===== src/inc/fl_pkg.sv =====
package fl_pkg;
    localparam int unsigned ADDR_W = 8;
    localparam int unsigned DATA_W = 32;
    localparam int unsigned FLASH_DATA_W = 16;
    localparam int unsigned FLASH_ADDR_W = 23;
    localparam int unsigned SYNC_W = 17;
    localparam int unsigned CNT_W = 16;

    // Register offsets (byte addresses)
    localparam logic [7:0] CTRL_OFF = 8'h00;
    localparam logic [7:0] ADDR_OFF = 8'h04;
    localparam logic [7:0] WDATA_OFF = 8'h08;
    localparam logic [7:0] CMD_OFF = 8'h0c;
    localparam logic [7:0] RDATA_OFF = 8'h10;
    localparam logic [7:0] STATUS_OFF = 8'h14;
    localparam logic [7:0] IRQ_STATUS_OFF = 8'h18;
    localparam logic [7:0] IRQ_CLEAR_OFF = 8'h1c;
    localparam logic [7:0] IRQ_ENABLE_OFF = 8'h20;

    // Field positions
    localparam int unsigned CTRL_BYTE_MODE_BIT = 0;
    localparam int unsigned CTRL_PROTECT_BIT = 1;
    localparam int unsigned CTRL_BUSY_WRITE_BIT = 2;
    localparam int unsigned CMD_WRITE_BIT = 0;
    localparam int unsigned CMD_READ_BIT = 1;
    localparam int unsigned CMD_RESET_BIT = 2;
    localparam int unsigned CMD_WAIT_BIT = 3;
    localparam int unsigned STAT_ENGINE_BUSY_BIT = 0;
    localparam int unsigned STAT_DEV_READY_BIT = 1;
    localparam int unsigned STAT_TOGGLE_BIT = 2;
    localparam int unsigned IRQ_DONE_BIT = 0;
    localparam int unsigned IRQ_READY_BIT = 1;
    localparam int unsigned IRQ_REFUSED_BIT = 2;
    localparam int unsigned IRQ_W = 3;
    localparam int unsigned TOGGLE_DQ_BIT = 6;
    localparam int unsigned READY_SYNC_BIT = 16;

    // Reset values
    localparam logic [2:0] CTRL_RESET = 3'h0;
    localparam logic [23:0] ADDR_RESET = 24'h000000;
    localparam logic [15:0] WDATA_RESET = 16'h0000;
    localparam logic [2:0] IRQ_ENABLE_RESET = 3'h0;

    // Timing, in ns, and derived cycle counts (least times round up)
    localparam int unsigned CLK_MHZ = 100;
    localparam int unsigned T_SETUP_NS = 20;
    localparam int unsigned T_WE_PULSE_NS = 50;
    localparam int unsigned T_HOLD_NS = 20;
    localparam int unsigned T_ACCESS_NS = 120;
    localparam int unsigned T_RESET_PULSE_NS = 500;
    localparam int unsigned T_RECOVER_NS = 50000;
    localparam int unsigned SYNC_LAT_CYC = 4;
    localparam int unsigned SETUP_CYC = (T_SETUP_NS * CLK_MHZ + 999) / 1000;
    localparam int unsigned WE_CYC = (T_WE_PULSE_NS * CLK_MHZ + 999) / 1000;
    localparam int unsigned HOLD_CYC = (T_HOLD_NS * CLK_MHZ + 999) / 1000;
    localparam int unsigned ACCESS_CYC = (T_ACCESS_NS * CLK_MHZ + 999) / 1000 + SYNC_LAT_CYC;
    localparam int unsigned RESET_CYC = (T_RESET_PULSE_NS * CLK_MHZ + 999) / 1000;
    localparam int unsigned RECOVER_CYC_DEFAULT = (T_RECOVER_NS * CLK_MHZ + 999) / 1000;

    typedef enum logic [7:0] {
        ST_IDLE = 8'h01,
        ST_SETUP = 8'h02,
        ST_STROBE = 8'h04,
        ST_HOLD = 8'h08,
        ST_READ = 8'h10,
        ST_RESET = 8'h20,
        ST_RECOVER = 8'h40,
        ST_WAIT = 8'h80
    } fl_state_type;
endpackage : fl_pkg


===== src/inc/fl_sync_if.sv =====
`timescale 1ns/1ns
interface fl_sync_if;
    logic [fl_pkg::SYNC_W-1:0] raw;
    logic [fl_pkg::SYNC_W-1:0] clean;
    modport sync (input raw, output clean);
    modport user (output raw, input clean);
endinterface : fl_sync_if


===== src/core/fl_pin_sync.sv =====
`timescale 1ns/1ns
module fl_pin_sync (
    // Clock and reset
    input wire logic clk_in,
    input wire logic reset_in,
    // Pins in, filtered levels out
    fl_sync_if.sync port
);
    import fl_pkg::*;

    genvar i;
    generate
        for (i = 0; i < SYNC_W; i++) begin : g_bit
            logic s1;
            logic s2;
            logic s3;
            logic level;
            always_ff @(posedge clk_in or posedge reset_in) begin
                if (reset_in) begin
                    s1 <= 1'b0;
                    s2 <= 1'b0;
                    s3 <= 1'b0;
                end else begin
                    s1 <= port.raw[i];
                    s2 <= s1;
                    s3 <= s2;
                end
            end
            // A change counts only once the later two stages agree
            always_ff @(posedge clk_in or posedge reset_in) begin
                if (reset_in) begin
                    level <= 1'b0;
                end else if (s2 == s3) begin
                    level <= s3;
                end
            end
            assign port.clean[i] = level;
        end
    endgenerate
endmodule : fl_pin_sync


===== src/core/fl_host_ctrl.sv =====
// Design decisions made here: the placing of the registers and the strobed register port.
`timescale 1ns/1ns
module fl_host_ctrl #(
    parameter int unsigned RECOVER_CYCLES = fl_pkg::RECOVER_CYC_DEFAULT
) (
    // Clock and reset
    input wire logic clk_in,
    input wire logic reset_in,
    // Register port
    input wire logic [fl_pkg::ADDR_W-1:0] reg_addr_in,
    input wire logic [fl_pkg::DATA_W-1:0] reg_wdata_in,
    input wire logic reg_wr_in,
    input wire logic reg_rd_in,
    output logic [fl_pkg::DATA_W-1:0] reg_rdata_out,
    output logic irq_out,
    // Flash pins
    output logic [fl_pkg::FLASH_ADDR_W-1:0] flash_addr_out,
    output logic [fl_pkg::FLASH_DATA_W-1:0] flash_data_out,
    output logic [fl_pkg::FLASH_DATA_W-1:0] flash_data_oe_out,
    input wire logic [fl_pkg::FLASH_DATA_W-1:0] flash_data_in,
    output logic chip_sel_n_out,
    output logic out_en_n_out,
    output logic write_n_out,
    output logic reset_n_out,
    output logic byte_n_out,
    output logic protect_accel_n_out,
    input wire logic ready_busy_in
);
    import fl_pkg::*;

    fl_state_type state;
    logic [CNT_W-1:0] count;
    logic byte_mode;
    logic protect;
    logic busy_write;
    logic [23:0] addr_reg;
    logic [15:0] wdata_reg;
    logic [15:0] rdata_reg;
    logic toggle_seen;
    logic [IRQ_W-1:0] irq_status;
    logic [IRQ_W-1:0] irq_enable;
    logic dev_ready;
    logic dev_ready_q;
    logic [15:0] pin_data;
    logic cmd_hit;
    logic go_write;
    logic go_read;
    logic go_reset;
    logic go_wait;
    logic refused;
    logic op_done;
    logic [15:0] next_rdata;
    logic [IRQ_W-1:0] irq_set;
    logic [IRQ_W-1:0] irq_clr;

    fl_sync_if sync_bus ();
    // Ready enters inverted: the cleared synchroniser then reads as ready, so no false rise
    assign sync_bus.raw = {!ready_busy_in, flash_data_in};

    fl_pin_sync u_sync (
        .clk_in(clk_in),
        .reset_in(reset_in),
        .port(sync_bus.sync)
    );

    assign pin_data = sync_bus.clean[15:0];
    assign dev_ready = !sync_bus.clean[READY_SYNC_BIT];

    // Command decode; only one action per command write, write wins
    assign cmd_hit = reg_wr_in && (reg_addr_in == CMD_OFF);
    // Program or erase writes are refused while not ready; suspend may override
    assign refused = cmd_hit && ((state != ST_IDLE) ||
        (reg_wdata_in[CMD_WRITE_BIT] && !dev_ready && !busy_write));
    assign go_write = cmd_hit && !refused && reg_wdata_in[CMD_WRITE_BIT];
    assign go_read = cmd_hit && !refused && !reg_wdata_in[CMD_WRITE_BIT] &&
        reg_wdata_in[CMD_READ_BIT];
    assign go_reset = cmd_hit && !refused && !reg_wdata_in[CMD_WRITE_BIT] &&
        !reg_wdata_in[CMD_READ_BIT] && reg_wdata_in[CMD_RESET_BIT];
    assign go_wait = cmd_hit && !refused && !reg_wdata_in[CMD_WRITE_BIT] &&
        !reg_wdata_in[CMD_READ_BIT] && !reg_wdata_in[CMD_RESET_BIT] &&
        reg_wdata_in[CMD_WAIT_BIT];

    assign op_done = (state == ST_HOLD || state == ST_READ || state == ST_RECOVER) &&
        (count == '0) || (state == ST_WAIT && dev_ready);
    // In byte mode only the low lane is meaningful
    assign next_rdata = byte_mode ? {8'h00, pin_data[7:0]} : pin_data;

    always_ff @(posedge clk_in or posedge reset_in) begin
        if (reset_in) begin
            state <= ST_IDLE;
            count <= '0;
        end else begin
            case (state)
                ST_IDLE: begin
                    if (go_write) begin
                        state <= ST_SETUP;
                        count <= CNT_W'(SETUP_CYC - 1);
                    end else if (go_read) begin
                        state <= ST_READ;
                        count <= CNT_W'(ACCESS_CYC - 1);
                    end else if (go_reset) begin
                        state <= ST_RESET;
                        count <= CNT_W'(RESET_CYC - 1);
                    end else if (go_wait) begin
                        state <= ST_WAIT;
                    end
                end
                ST_SETUP: begin
                    if (count == '0) begin
                        state <= ST_STROBE;
                        count <= CNT_W'(WE_CYC - 1);
                    end else begin
                        count <= count - 1'b1;
                    end
                end
                ST_STROBE: begin
                    if (count == '0) begin
                        state <= ST_HOLD;
                        count <= CNT_W'(HOLD_CYC - 1);
                    end else begin
                        count <= count - 1'b1;
                    end
                end
                ST_RESET: begin
                    if (count == '0) begin
                        state <= ST_RECOVER;
                        count <= CNT_W'(RECOVER_CYCLES - 1);
                    end else begin
                        count <= count - 1'b1;
                    end
                end
                ST_HOLD, ST_READ, ST_RECOVER: begin
                    if (count == '0) begin
                        state <= ST_IDLE;
                    end else begin
                        count <= count - 1'b1;
                    end
                end
                ST_WAIT: begin
                    if (dev_ready) begin
                        state <= ST_IDLE;
                    end
                end
                default: begin
                    state <= ST_IDLE;
                    count <= '0;
                end
            endcase
        end
    end

    // Pins follow the state one cycle later, so every phase keeps its length
    always_ff @(posedge clk_in or posedge reset_in) begin
        if (reset_in) begin
            chip_sel_n_out <= 1'b1;
            out_en_n_out <= 1'b1;
            write_n_out <= 1'b1;
            reset_n_out <= 1'b1;
            flash_data_oe_out <= '0;
        end else begin
            chip_sel_n_out <= !(state == ST_SETUP || state == ST_STROBE ||
                state == ST_HOLD || state == ST_READ);
            out_en_n_out <= !(state == ST_READ);
            write_n_out <= !(state == ST_STROBE);
            reset_n_out <= !(state == ST_RESET);
            flash_data_oe_out[14:0] <= {15{state == ST_SETUP || state == ST_STROBE ||
                state == ST_HOLD}};
            // Top pin is an address input in byte mode, so it is driven always
            flash_data_oe_out[15] <= byte_mode || state == ST_SETUP ||
                state == ST_STROBE || state == ST_HOLD;
        end
    end

    always_ff @(posedge clk_in or posedge reset_in) begin
        if (reset_in) begin
            flash_addr_out <= '0;
            flash_data_out <= '0;
            byte_n_out <= 1'b1;
            protect_accel_n_out <= 1'b1;
        end else begin
            flash_addr_out <= byte_mode ? addr_reg[23:1] : addr_reg[22:0];
            flash_data_out[14:0] <= wdata_reg[14:0];
            flash_data_out[15] <= byte_mode ? addr_reg[0] : wdata_reg[15];
            byte_n_out <= !byte_mode;
            protect_accel_n_out <= !protect;
        end
    end

    // Settings registers may change under an operation; pins then follow at once
    always_ff @(posedge clk_in or posedge reset_in) begin
        if (reset_in) begin
            byte_mode <= CTRL_RESET[CTRL_BYTE_MODE_BIT];
            protect <= CTRL_RESET[CTRL_PROTECT_BIT];
            busy_write <= CTRL_RESET[CTRL_BUSY_WRITE_BIT];
            addr_reg <= ADDR_RESET;
            wdata_reg <= WDATA_RESET;
            irq_enable <= IRQ_ENABLE_RESET;
        end else if (reg_wr_in) begin
            case (reg_addr_in)
                CTRL_OFF: begin
                    byte_mode <= reg_wdata_in[CTRL_BYTE_MODE_BIT];
                    protect <= reg_wdata_in[CTRL_PROTECT_BIT];
                    busy_write <= reg_wdata_in[CTRL_BUSY_WRITE_BIT];
                end
                ADDR_OFF: addr_reg <= reg_wdata_in[23:0];
                WDATA_OFF: wdata_reg <= reg_wdata_in[15:0];
                IRQ_ENABLE_OFF: irq_enable <= reg_wdata_in[IRQ_W-1:0];
                default: begin
                end
            endcase
        end
    end

    always_ff @(posedge clk_in or posedge reset_in) begin
        if (reset_in) begin
            rdata_reg <= '0;
            toggle_seen <= 1'b0;
        end else if (state == ST_READ && count == '0) begin
            rdata_reg <= next_rdata;
            toggle_seen <= next_rdata[TOGGLE_DQ_BIT] ^ rdata_reg[TOGGLE_DQ_BIT];
        end
    end

    assign irq_set = {refused, dev_ready && !dev_ready_q, op_done};
    assign irq_clr = (reg_wr_in && reg_addr_in == IRQ_CLEAR_OFF) ?
        reg_wdata_in[IRQ_W-1:0] : '0;

    // Set beats clear so an event in the clearing cycle survives
    always_ff @(posedge clk_in or posedge reset_in) begin
        if (reset_in) begin
            dev_ready_q <= 1'b1;
            irq_status <= '0;
            irq_out <= 1'b0;
        end else begin
            dev_ready_q <= dev_ready;
            irq_status <= (irq_status & ~irq_clr) | irq_set;
            irq_out <= |(((irq_status & ~irq_clr) | irq_set) & irq_enable);
        end
    end

    always_ff @(posedge clk_in or posedge reset_in) begin
        if (reset_in) begin
            reg_rdata_out <= '0;
        end else if (reg_rd_in) begin
            case (reg_addr_in)
                CTRL_OFF: reg_rdata_out <= {29'h0, busy_write, protect, byte_mode};
                ADDR_OFF: reg_rdata_out <= {8'h00, addr_reg};
                WDATA_OFF: reg_rdata_out <= {16'h0000, wdata_reg};
                RDATA_OFF: reg_rdata_out <= {16'h0000, rdata_reg};
                STATUS_OFF: reg_rdata_out <= {29'h0, toggle_seen, dev_ready,
                    state != ST_IDLE};
                IRQ_STATUS_OFF: reg_rdata_out <= {29'h0, irq_status};
                IRQ_ENABLE_OFF: reg_rdata_out <= {29'h0, irq_enable};
                default: reg_rdata_out <= '0;
            endcase
        end else begin
            reg_rdata_out <= '0;
        end
    end
endmodule : fl_host_ctrl


===== config.mk =====
export PLATFORM = sky130hd
export DESIGN_NAME = fl_host_ctrl
export DESIGN_NICKNAME = d
export VERILOG_FILES = /design/src/inc/fl_pkg.sv /design/src/inc/fl_sync_if.sv /design/src/core/fl_pin_sync.sv /design/src/core/fl_host_ctrl.sv
export SDC_FILE = /design/constraint.sdc
export NUM_CORES = 1
export LEC_CHECK = 0
export ABC_AREA = 1
export BUFFER_PORTS_ARGS = -buffer_cell sky130_fd_sc_hd__buf_4
export CORE_ASPECT_RATIO = 1.25
export CORE_MARGIN = 3
export CORE_UTILIZATION = 40
export CTS_CLUSTER_DIAMETER = 40
export DETAILED_ROUTE_END_ITERATION = 6
export HOLD_SLACK_MARGIN = 0.03
export SKIP_CTS_REPAIR_TIMING = 1
export SYNTH_ARGS = -nofsm -noshare
export SYNTH_HDL_FRONTEND = slang
export SYNTH_SLANG_ARGS = --single-unit

===== constraint.sdc =====
create_clock -name clk_in -period 15.2 [get_ports clk_in]
set_clock_uncertainty 0.2 [all_clocks]
set_input_delay 0.76 -clock clk_in [delete_from_list [all_inputs] [get_ports clk_in]]
set_output_delay 0.76 -clock clk_in [all_outputs]
set_load 0.02 [all_outputs]

==> results of run 1 <==
cells by family (layout without fill, tap and decap cells):
| family | count (synthesis) | after routing | share of synthesized area, % |
|---|---|---|---|
| compound gates | 110 | 110 | 7.04 |
| mux | 8 | 8 | 1.00 |
| simple gates | 366 | 366 | 17.4 |
| other cells | 1 | 8 | 0.0416 |
| flops | 231 | 231 | 64.3 |
| fa+ha+maj | 18 | 18 | 2.03 |
| buf+inv | 137 | 288 | 6.91 |
| xor+xnor | 13 | 13 | 1.26 |
area by class of cell:
type / instances / area, sq um / share of cell area (%)
Sequential cell: 231 / 5790 / 52.0
Tap cell: 279 / 349 / 3.13
Timing Repair Buffer: 143 / 1070 / 9.63
Clock inverter: 17 / 198 / 1.77
Multi-Input combinational cell: 523 / 2620 / 23.5
Inverter: 93 / 357 / 3.20
Clock buffer: 35 / 758 / 6.80
layer usage:
metal / up-vias / GRT usage [%] / wire [um]
met5: - / 0 / 17
met4: 2 / 5.82 / 559
met3: 45 / 3.78 / 1320
met2: 186 / 26.7 / 9600
met1: 2957 / 20.7 / 8380
li1: 3068 / - / -
synth_stat cells, types with 2 or more instances:
| cell | number | area [sq um] |
|---|---|---|
| xor2_1 | 9 | 78.8 |
| xnor2_1 | 4 | 35.0 |
| inv_1 | 88 | 330 |
| o21ai_0 | 73 | 365 |
| nor2_2 | 9 | 56.3 |
| buf_4 | 22 | 165 |
| nand4_1 | 5 | 31.3 |
| nand3_2 | 3 | 30.0 |
| dfstp_2 | 8 | 210 |
| clkbuf_1 | 12 | 45.0 |
| o21ai_1 | 6 | 30.0 |
| nand2_1 | 221 | 830 |
| a21oi_1 | 6 | 30.0 |
| o21ai_2 | 5 | 43.8 |
| nor3_1 | 5 | 25.0 |
| nor2_1 | 68 | 255 |
| dfrtp_1 | 223 | 5580 |
| o22ai_1 | 3 | 18.8 |
| mux2_2 | 8 | 90.1 |
| nor2_4 | 5 | 56.3 |
| inv_2 | 3 | 11.3 |
| nand3_1 | 37 | 185 |
| nand2_2 | 7 | 43.8 |
| maj3_1 | 17 | 170 |
| a221oi_1 | 11 | 96.3 |
| buf_6 | 2 | 22.5 |
| clkinv_1 | 2 | 7.51 |
| buf_2 | 8 | 40.0 |
worst min-delay path by stage:
stage	startpoint	endpoint	cells past startpoint	slack, ps
final	flash_data_in[11]	u_sync.g_bit[11].s1$_DFF_PP0_	1	130
after global routing	flash_data_in[5]	u_sync.g_bit[5].s1$_DFF_PP0_	1	100
after CTS	flash_data_in[4]	u_sync.g_bit[4].s1$_DFF_PP0_	1	110
after detailed placement	u_sync.g_bit[0].s1$_DFF_PP0_	u_sync.g_bit[0].s2$_DFF_PP0_	0	130
after global placement	u_sync.g_bit[3].s1$_DFF_PP0_	u_sync.g_bit[3].s2$_DFF_PP0_	0	130
after floorplan	u_sync.g_bit[0].s1$_DFF_PP0_	u_sync.g_bit[0].s2$_DFF_PP0_	0	130
report_power, final:
part	internal [mW]	total, mW	switching, mW	leakage, nW
logic	0.0571	0.163	0.105	2.01
registers	0.647	0.665	0.0187	3.01
clock network	0.410	0.669	0.260	0.471
==> results.yml, run 1 <==
run_status:
  outcome: "complete, no violations"
critical_path:
  cp.buffers_inverters: 1
  worstReg2RegStart: "count[0]$_DFFE_PP0P_"
  r2r_slack_ps: 12370
  path_delay_family: "simple AND/OR/NAND/NOR gates"
  r2r_cells: 9
  path_cells: "buf_4, nor2_2, nand3_2, nor2_2, nand2_1, o21ai_0"
  slowest_stage: "nand2_1"
  path_max_fanout: 32
  path_depth: 6
  arrival_ps: 3260
  crit_required_ps: 15420
  critPathCaptureType: "flip-flop"
  reg2reg_to: "rdata_reg[13]$_DFFE_PP0P_"
  crit_path_frequent_cell: "nor2_2"
  startpoint: "reg_addr_in[7]"
  critPathLaunchType: "input pin"
  critPathKind: "in2reg"
  slowest_delay_ps: 880
  critical_path.endpoint: "wdata_reg[15]$_DFFE_PP0P_"
logic_synthesis:
  ys_ff_latch: 231
  synth_warnings: 0
  synth_edf_count: 0
  synthCells: 884
  synth_seq_area_share_pct: 64.3
  syn_area_sq_um: 9000
  ys_types: 42
  synth_flop_cell: "dfrtp_1"
  synth.avg_cell_area_sq_um: 10.2
  synthArstFlopShare_pct: 100
global_route:
  grt_pass1_vias: 6269
  grt_usage_pct: 16.1
  grt_max_degree: 119
  grt-ovfl-total: 0
  grt_pass1_wl_mm: 31.9
  antenna_found_initial: 1
power:
  p_leak_nw: 5.49
  ir_drop_v: 0.0000968
  power_density_nw_per_um2: 134
  p_total_mw: 1.50
detailed_routing:
  viasPerCell: 4.74
  first_iter_violations: 351
  via_count: 6258
  drc: 0
  postRouteAntennaNets: 0
  finalWirelength_mm: 19.9
  wl_per_cell_um: 15.0
  drt_pass1_iterations: 5
die:
  die_w_um: 140
  core_sq_um: 21800
  initial_core_util_pct: 41.2
  row_count: 60
  fp.dieH_um: 174
  io_pins: 155
  floorplan.die_area_sq_um: 24400
clock_network:
  h-tree-depth: 1
  tritoncts: "done"
  cts_sinks: 231
  cts_buffers: 28
  path_clk_slew_ps: 60
  cts_root_buf: "clkbuf_16"
  clockBufferDepth: 3
  clk_latency_ps: 530
sta:
  setup_ws_ps: 12160
  max_freq_mhz: 329
  setup_viol: 0
  hold_viol: 0
  slew_viol_final: 0
  fin_hold_ws_ps: 135
  fin_crit_ps: 3040
  rsz0062_at_grt: "no"
  worst_pin_slew_ps: 1050
  slew_headroom_pct: 29.6
  fin_tns_setup_ps: 0
  finalCritPeriodShare_pct: 20.0
min_path:
  hold_class: "in2reg"
place:
  dpl.cell_count: 1269
  dpl_worst_slack_ps: 11630
  portBuffers: 138
  place_congestion: 0.877
  dpl_cell_area_sq_um: 10200
  dp_hpwl_mm: 13.7
final_layout:
  diodes: 0
  finalCoreUtilization_pct: 51.0
  final_nets: 1082
  finalNonFillerCells: 1321
  final_area_sq_um: 11100
  final_cell_mix: "dfrtp_1, nand2_1, buf_4"
  drive_gt1_share_pct: 23.3
  fillers: 1991
  final_common_cell: "dfrtp_1"
  area_growth_pct: 23.8
job:
  drv_cap: 0
No activity file was read; power rests on OpenSTA's default activity.
==> inputs of run 2 (changes only) <==
--- a/config.mk
+++ b/config.mk
@@ -5,7 +5,7 @@
 export SDC_FILE = /design/constraint.sdc
 export NUM_CORES = 1
 export LEC_CHECK = 0
-export ABC_AREA = 1
+export ABC_AREA = 0
 export BUFFER_PORTS_ARGS = -buffer_cell sky130_fd_sc_hd__buf_4
 export CORE_ASPECT_RATIO = 1.25
 export CORE_MARGIN = 3
==> constraint.sdc (replaced) <==
create_clock -name clk_in -period 2.8 [get_ports clk_in]
set_clock_uncertainty 0.2 [all_clocks]
set_input_delay 0.14 -clock clk_in [delete_from_list [all_inputs] [get_ports clk_in]]
set_output_delay 0.14 -clock clk_in [all_outputs]
set_load 0.02 [all_outputs]
==> results.yml, run 2 <==
clock_network:
  cts_root_buf: "clkbuf_16"
  tritoncts: "done"
  h-tree-depth: 1
  cts_sinks: 231
  cts_buffers: 29
  clk_latency_ps: 540
  clockBufferDepth: 3
  path_clk_slew_ps: 60
die:
  row_count: 60
  core_sq_um: 21700
  floorplan.die_area_sq_um: 24100
  die_w_um: 139
  fp.dieH_um: 173
  initial_core_util_pct: 41.0
  io_pins: 155
logic_synthesis:
  synth_area_leader_cell: "dfrtp_1"
  synth_top_area_share_pct: 62.7
  ys_types: 73
  ys_ff_latch: 231
  synthCells: 672
  yosysMostFrequentCell: "dfrtp_1"
  synthTopCellsByArea: "dfrtp_1, mux2_2, dfstp_2"
  synth_edf_count: 0
  synth.top_cells.by_count: "dfrtp_1, mux2_2, nand2_1, nor2_1, o21ai_0"
  syn_area_sq_um: 8900
  synth_warnings: 0
  synth.avg_cell_area_sq_um: 13.3
  synth_flop_cell: "dfrtp_1"
  synthArstFlopShare_pct: 100
  synth_seq_area_share_pct: 65.0
sta:
  worst_pin_slew_ps: 597
  setup_ws_ps: 45.3
  hold_viol: 0
  slew_viol_final: 0
  slew_headroom_pct: 60.1
  rsz0062_at_grt: "yes"
  finalCritPeriodShare_pct: 98.4
  max_freq_mhz: 363
  fin_crit_ps: 2750
  setup_viol: 0
  fin_tns_setup_ps: 0
global_route:
  antenna_found_initial: 0
  grt_pass1_vias: 6209
  grt_pass1_wl_mm: 33.4
  grt-ovfl-total: 0
  grt_usage_pct: 17.1
  met3_usage_pct: 3.32
  gr-usage-met1_pct: 22.3
  top_usage_layer: "met2"
  met2_usage_pct: 28.6
  grt_max_degree: 62
place:
  dp_hpwl_mm: 14.5
  dpl_worst_slack_ps: 51.3
  portBuffers: 138
  place_congestion: 0.872
  dpl.cell_count: 1088
critical_path:
  path_depth: 6
  r2r_cells: 6
  critPathKind: "reg2reg"
  slowest_stage: "or4_1"
  cp.buffers_inverters: 0
  path_delay_family: "simple AND/OR/NAND/NOR gates"
  critPathCaptureType: "flip-flop"
  path_cells: "or4_1, a2111o_1, and3_1, nor2_2, a211o_1, mux2_4"
  critPathLaunchType: "flip-flop"
  slowest_delay_ps: 590
  crit_required_ps: 3010
  arrival_ps: 2970
  path_max_fanout: 8
final_layout:
  finalCoreUtilization_pct: 54.9
  diodes: 0
  multi_input_comb_area_sq_um: 2810
  fillers: 1831
  drive_gt1_share_pct: 36.0
  area_growth_pct: 33.6
  final_common_cell: "dfrtp_1"
  final_nets: 961
  finalNonFillerCells: 1200
  ff_latch_area_sq_um: 5790
  final_cell_mix: "dfrtp_1, buf_4, mux2_2"
job:
  drv_cap: 0
min_path:
  hold_class: "in2async"
detailed_routing:
  drt_pass1_iterations: 7
  first_iter_violations: 528
  via_count: 6215
  finalWirelength_mm: 21.5
  drc: 0
  wl_per_cell_um: 17.9
  viasPerCell: 5.18
  postRouteAntennaNets: 0
power:
  p_leak_nw: 5.75
  power_density_nw_per_um2: 679
  ir_drop_v: 0.000461
run_status:
  outcome: "complete, no violations"
-- run 2: cell types whose count changed after synthesis, sizes merged, moves of 11 or more --
cell	delta
a222oi	+17
and3	+11
inv	-71
nor4	+11
o21ai	-52
nor2	-39
mux2	+67
nand3	-25
nand2	-188
a21oi	+14
-- run 2: report_power, final --
| group | leakage (nW) | internal (mW) | switching (mW) |
|---|---|---|---|
| logic | 2.29 | 0.456 | 0.540 |
| clock network | 0.450 | 2.01 | 1.45 |
| registers | 3.01 | 3.51 | 0.116 |
-- run 2: kinds of logic after synthesis --
group / share of synthesized area [%]
buffers and inverters: 4.16
DFF: 65.0
AOI/OAI and AO/OA: 8.11
adders and majority gates: 2.05
xor gates and xnor gates: 0.393
other: 0.0421
muxes: 10.1
and+or+nand+nor: 10.1
-- run 2: final timing paths --
check / start / slack, ps / to
hold / removal: reset_in / 40 / u_sync.g_bit[5].s3$_DFF_PP0_
hold reg to reg: u_sync.g_bit[0].s1$_DFF_PP0_ / 150 / u_sync.g_bit[0].s2$_DFF_PP0_
max in group asynchronous: reset_in / 1530 / write_n_out$_DFF_PP1_
setup / recovery: state[1]$_DFFE_PP0P_ / 50 / state[6]$_DFFE_PP0P_
min in group clk_in: flash_data_in[7] / 40 / u_sync.g_bit[7].s1$_DFF_PP0_
setup reg to reg: state[1]$_DFFE_PP0P_ / 50 / state[6]$_DFFE_PP0P_
-- run 2: through the flow --
stage	power, mW	area [sq um]	hold slack, ps
2_1_floorplan	4.22	8930	-28.6
3_3_place_gp	4.56	10400	37.4
3_5_place_dp	4.59	10400	50.3
4_1_cts	8.09	11300	-531
5_1_grt	8.43	11900	35.1
6_report	8.08	11900	39.4
-- run 2: worst register-to-register path, stage by stage (launching register included) --
cell and delay (ps):
dfrtp_1 450, or4_1 590, a2111o_1 380, and3_1 350, nor2_2 210, a211o_1 160
mux2_4 300
-- run 2: routing by layer --
layer	wire (um)	vias up
met3	1270	50
li1	-	2849
met1	8930	3103
met4	608	0
met2	10700	213
met5	0	-
-- run 2: layout make-up --
| cell class | instances | share of cell area, % |
|---|---|---|
| Timing Repair Buffer | 237 | 16.5 |
| Sequential cell | 231 | 48.7 |
| Multi-Input combinational cell | 379 | 23.6 |
| Tap cell | 279 | 2.93 |
| Clock buffer | 37 | 6.52 |
| Clock inverter | 16 | 1.17 |
| Inverter | 21 | 0.694 |
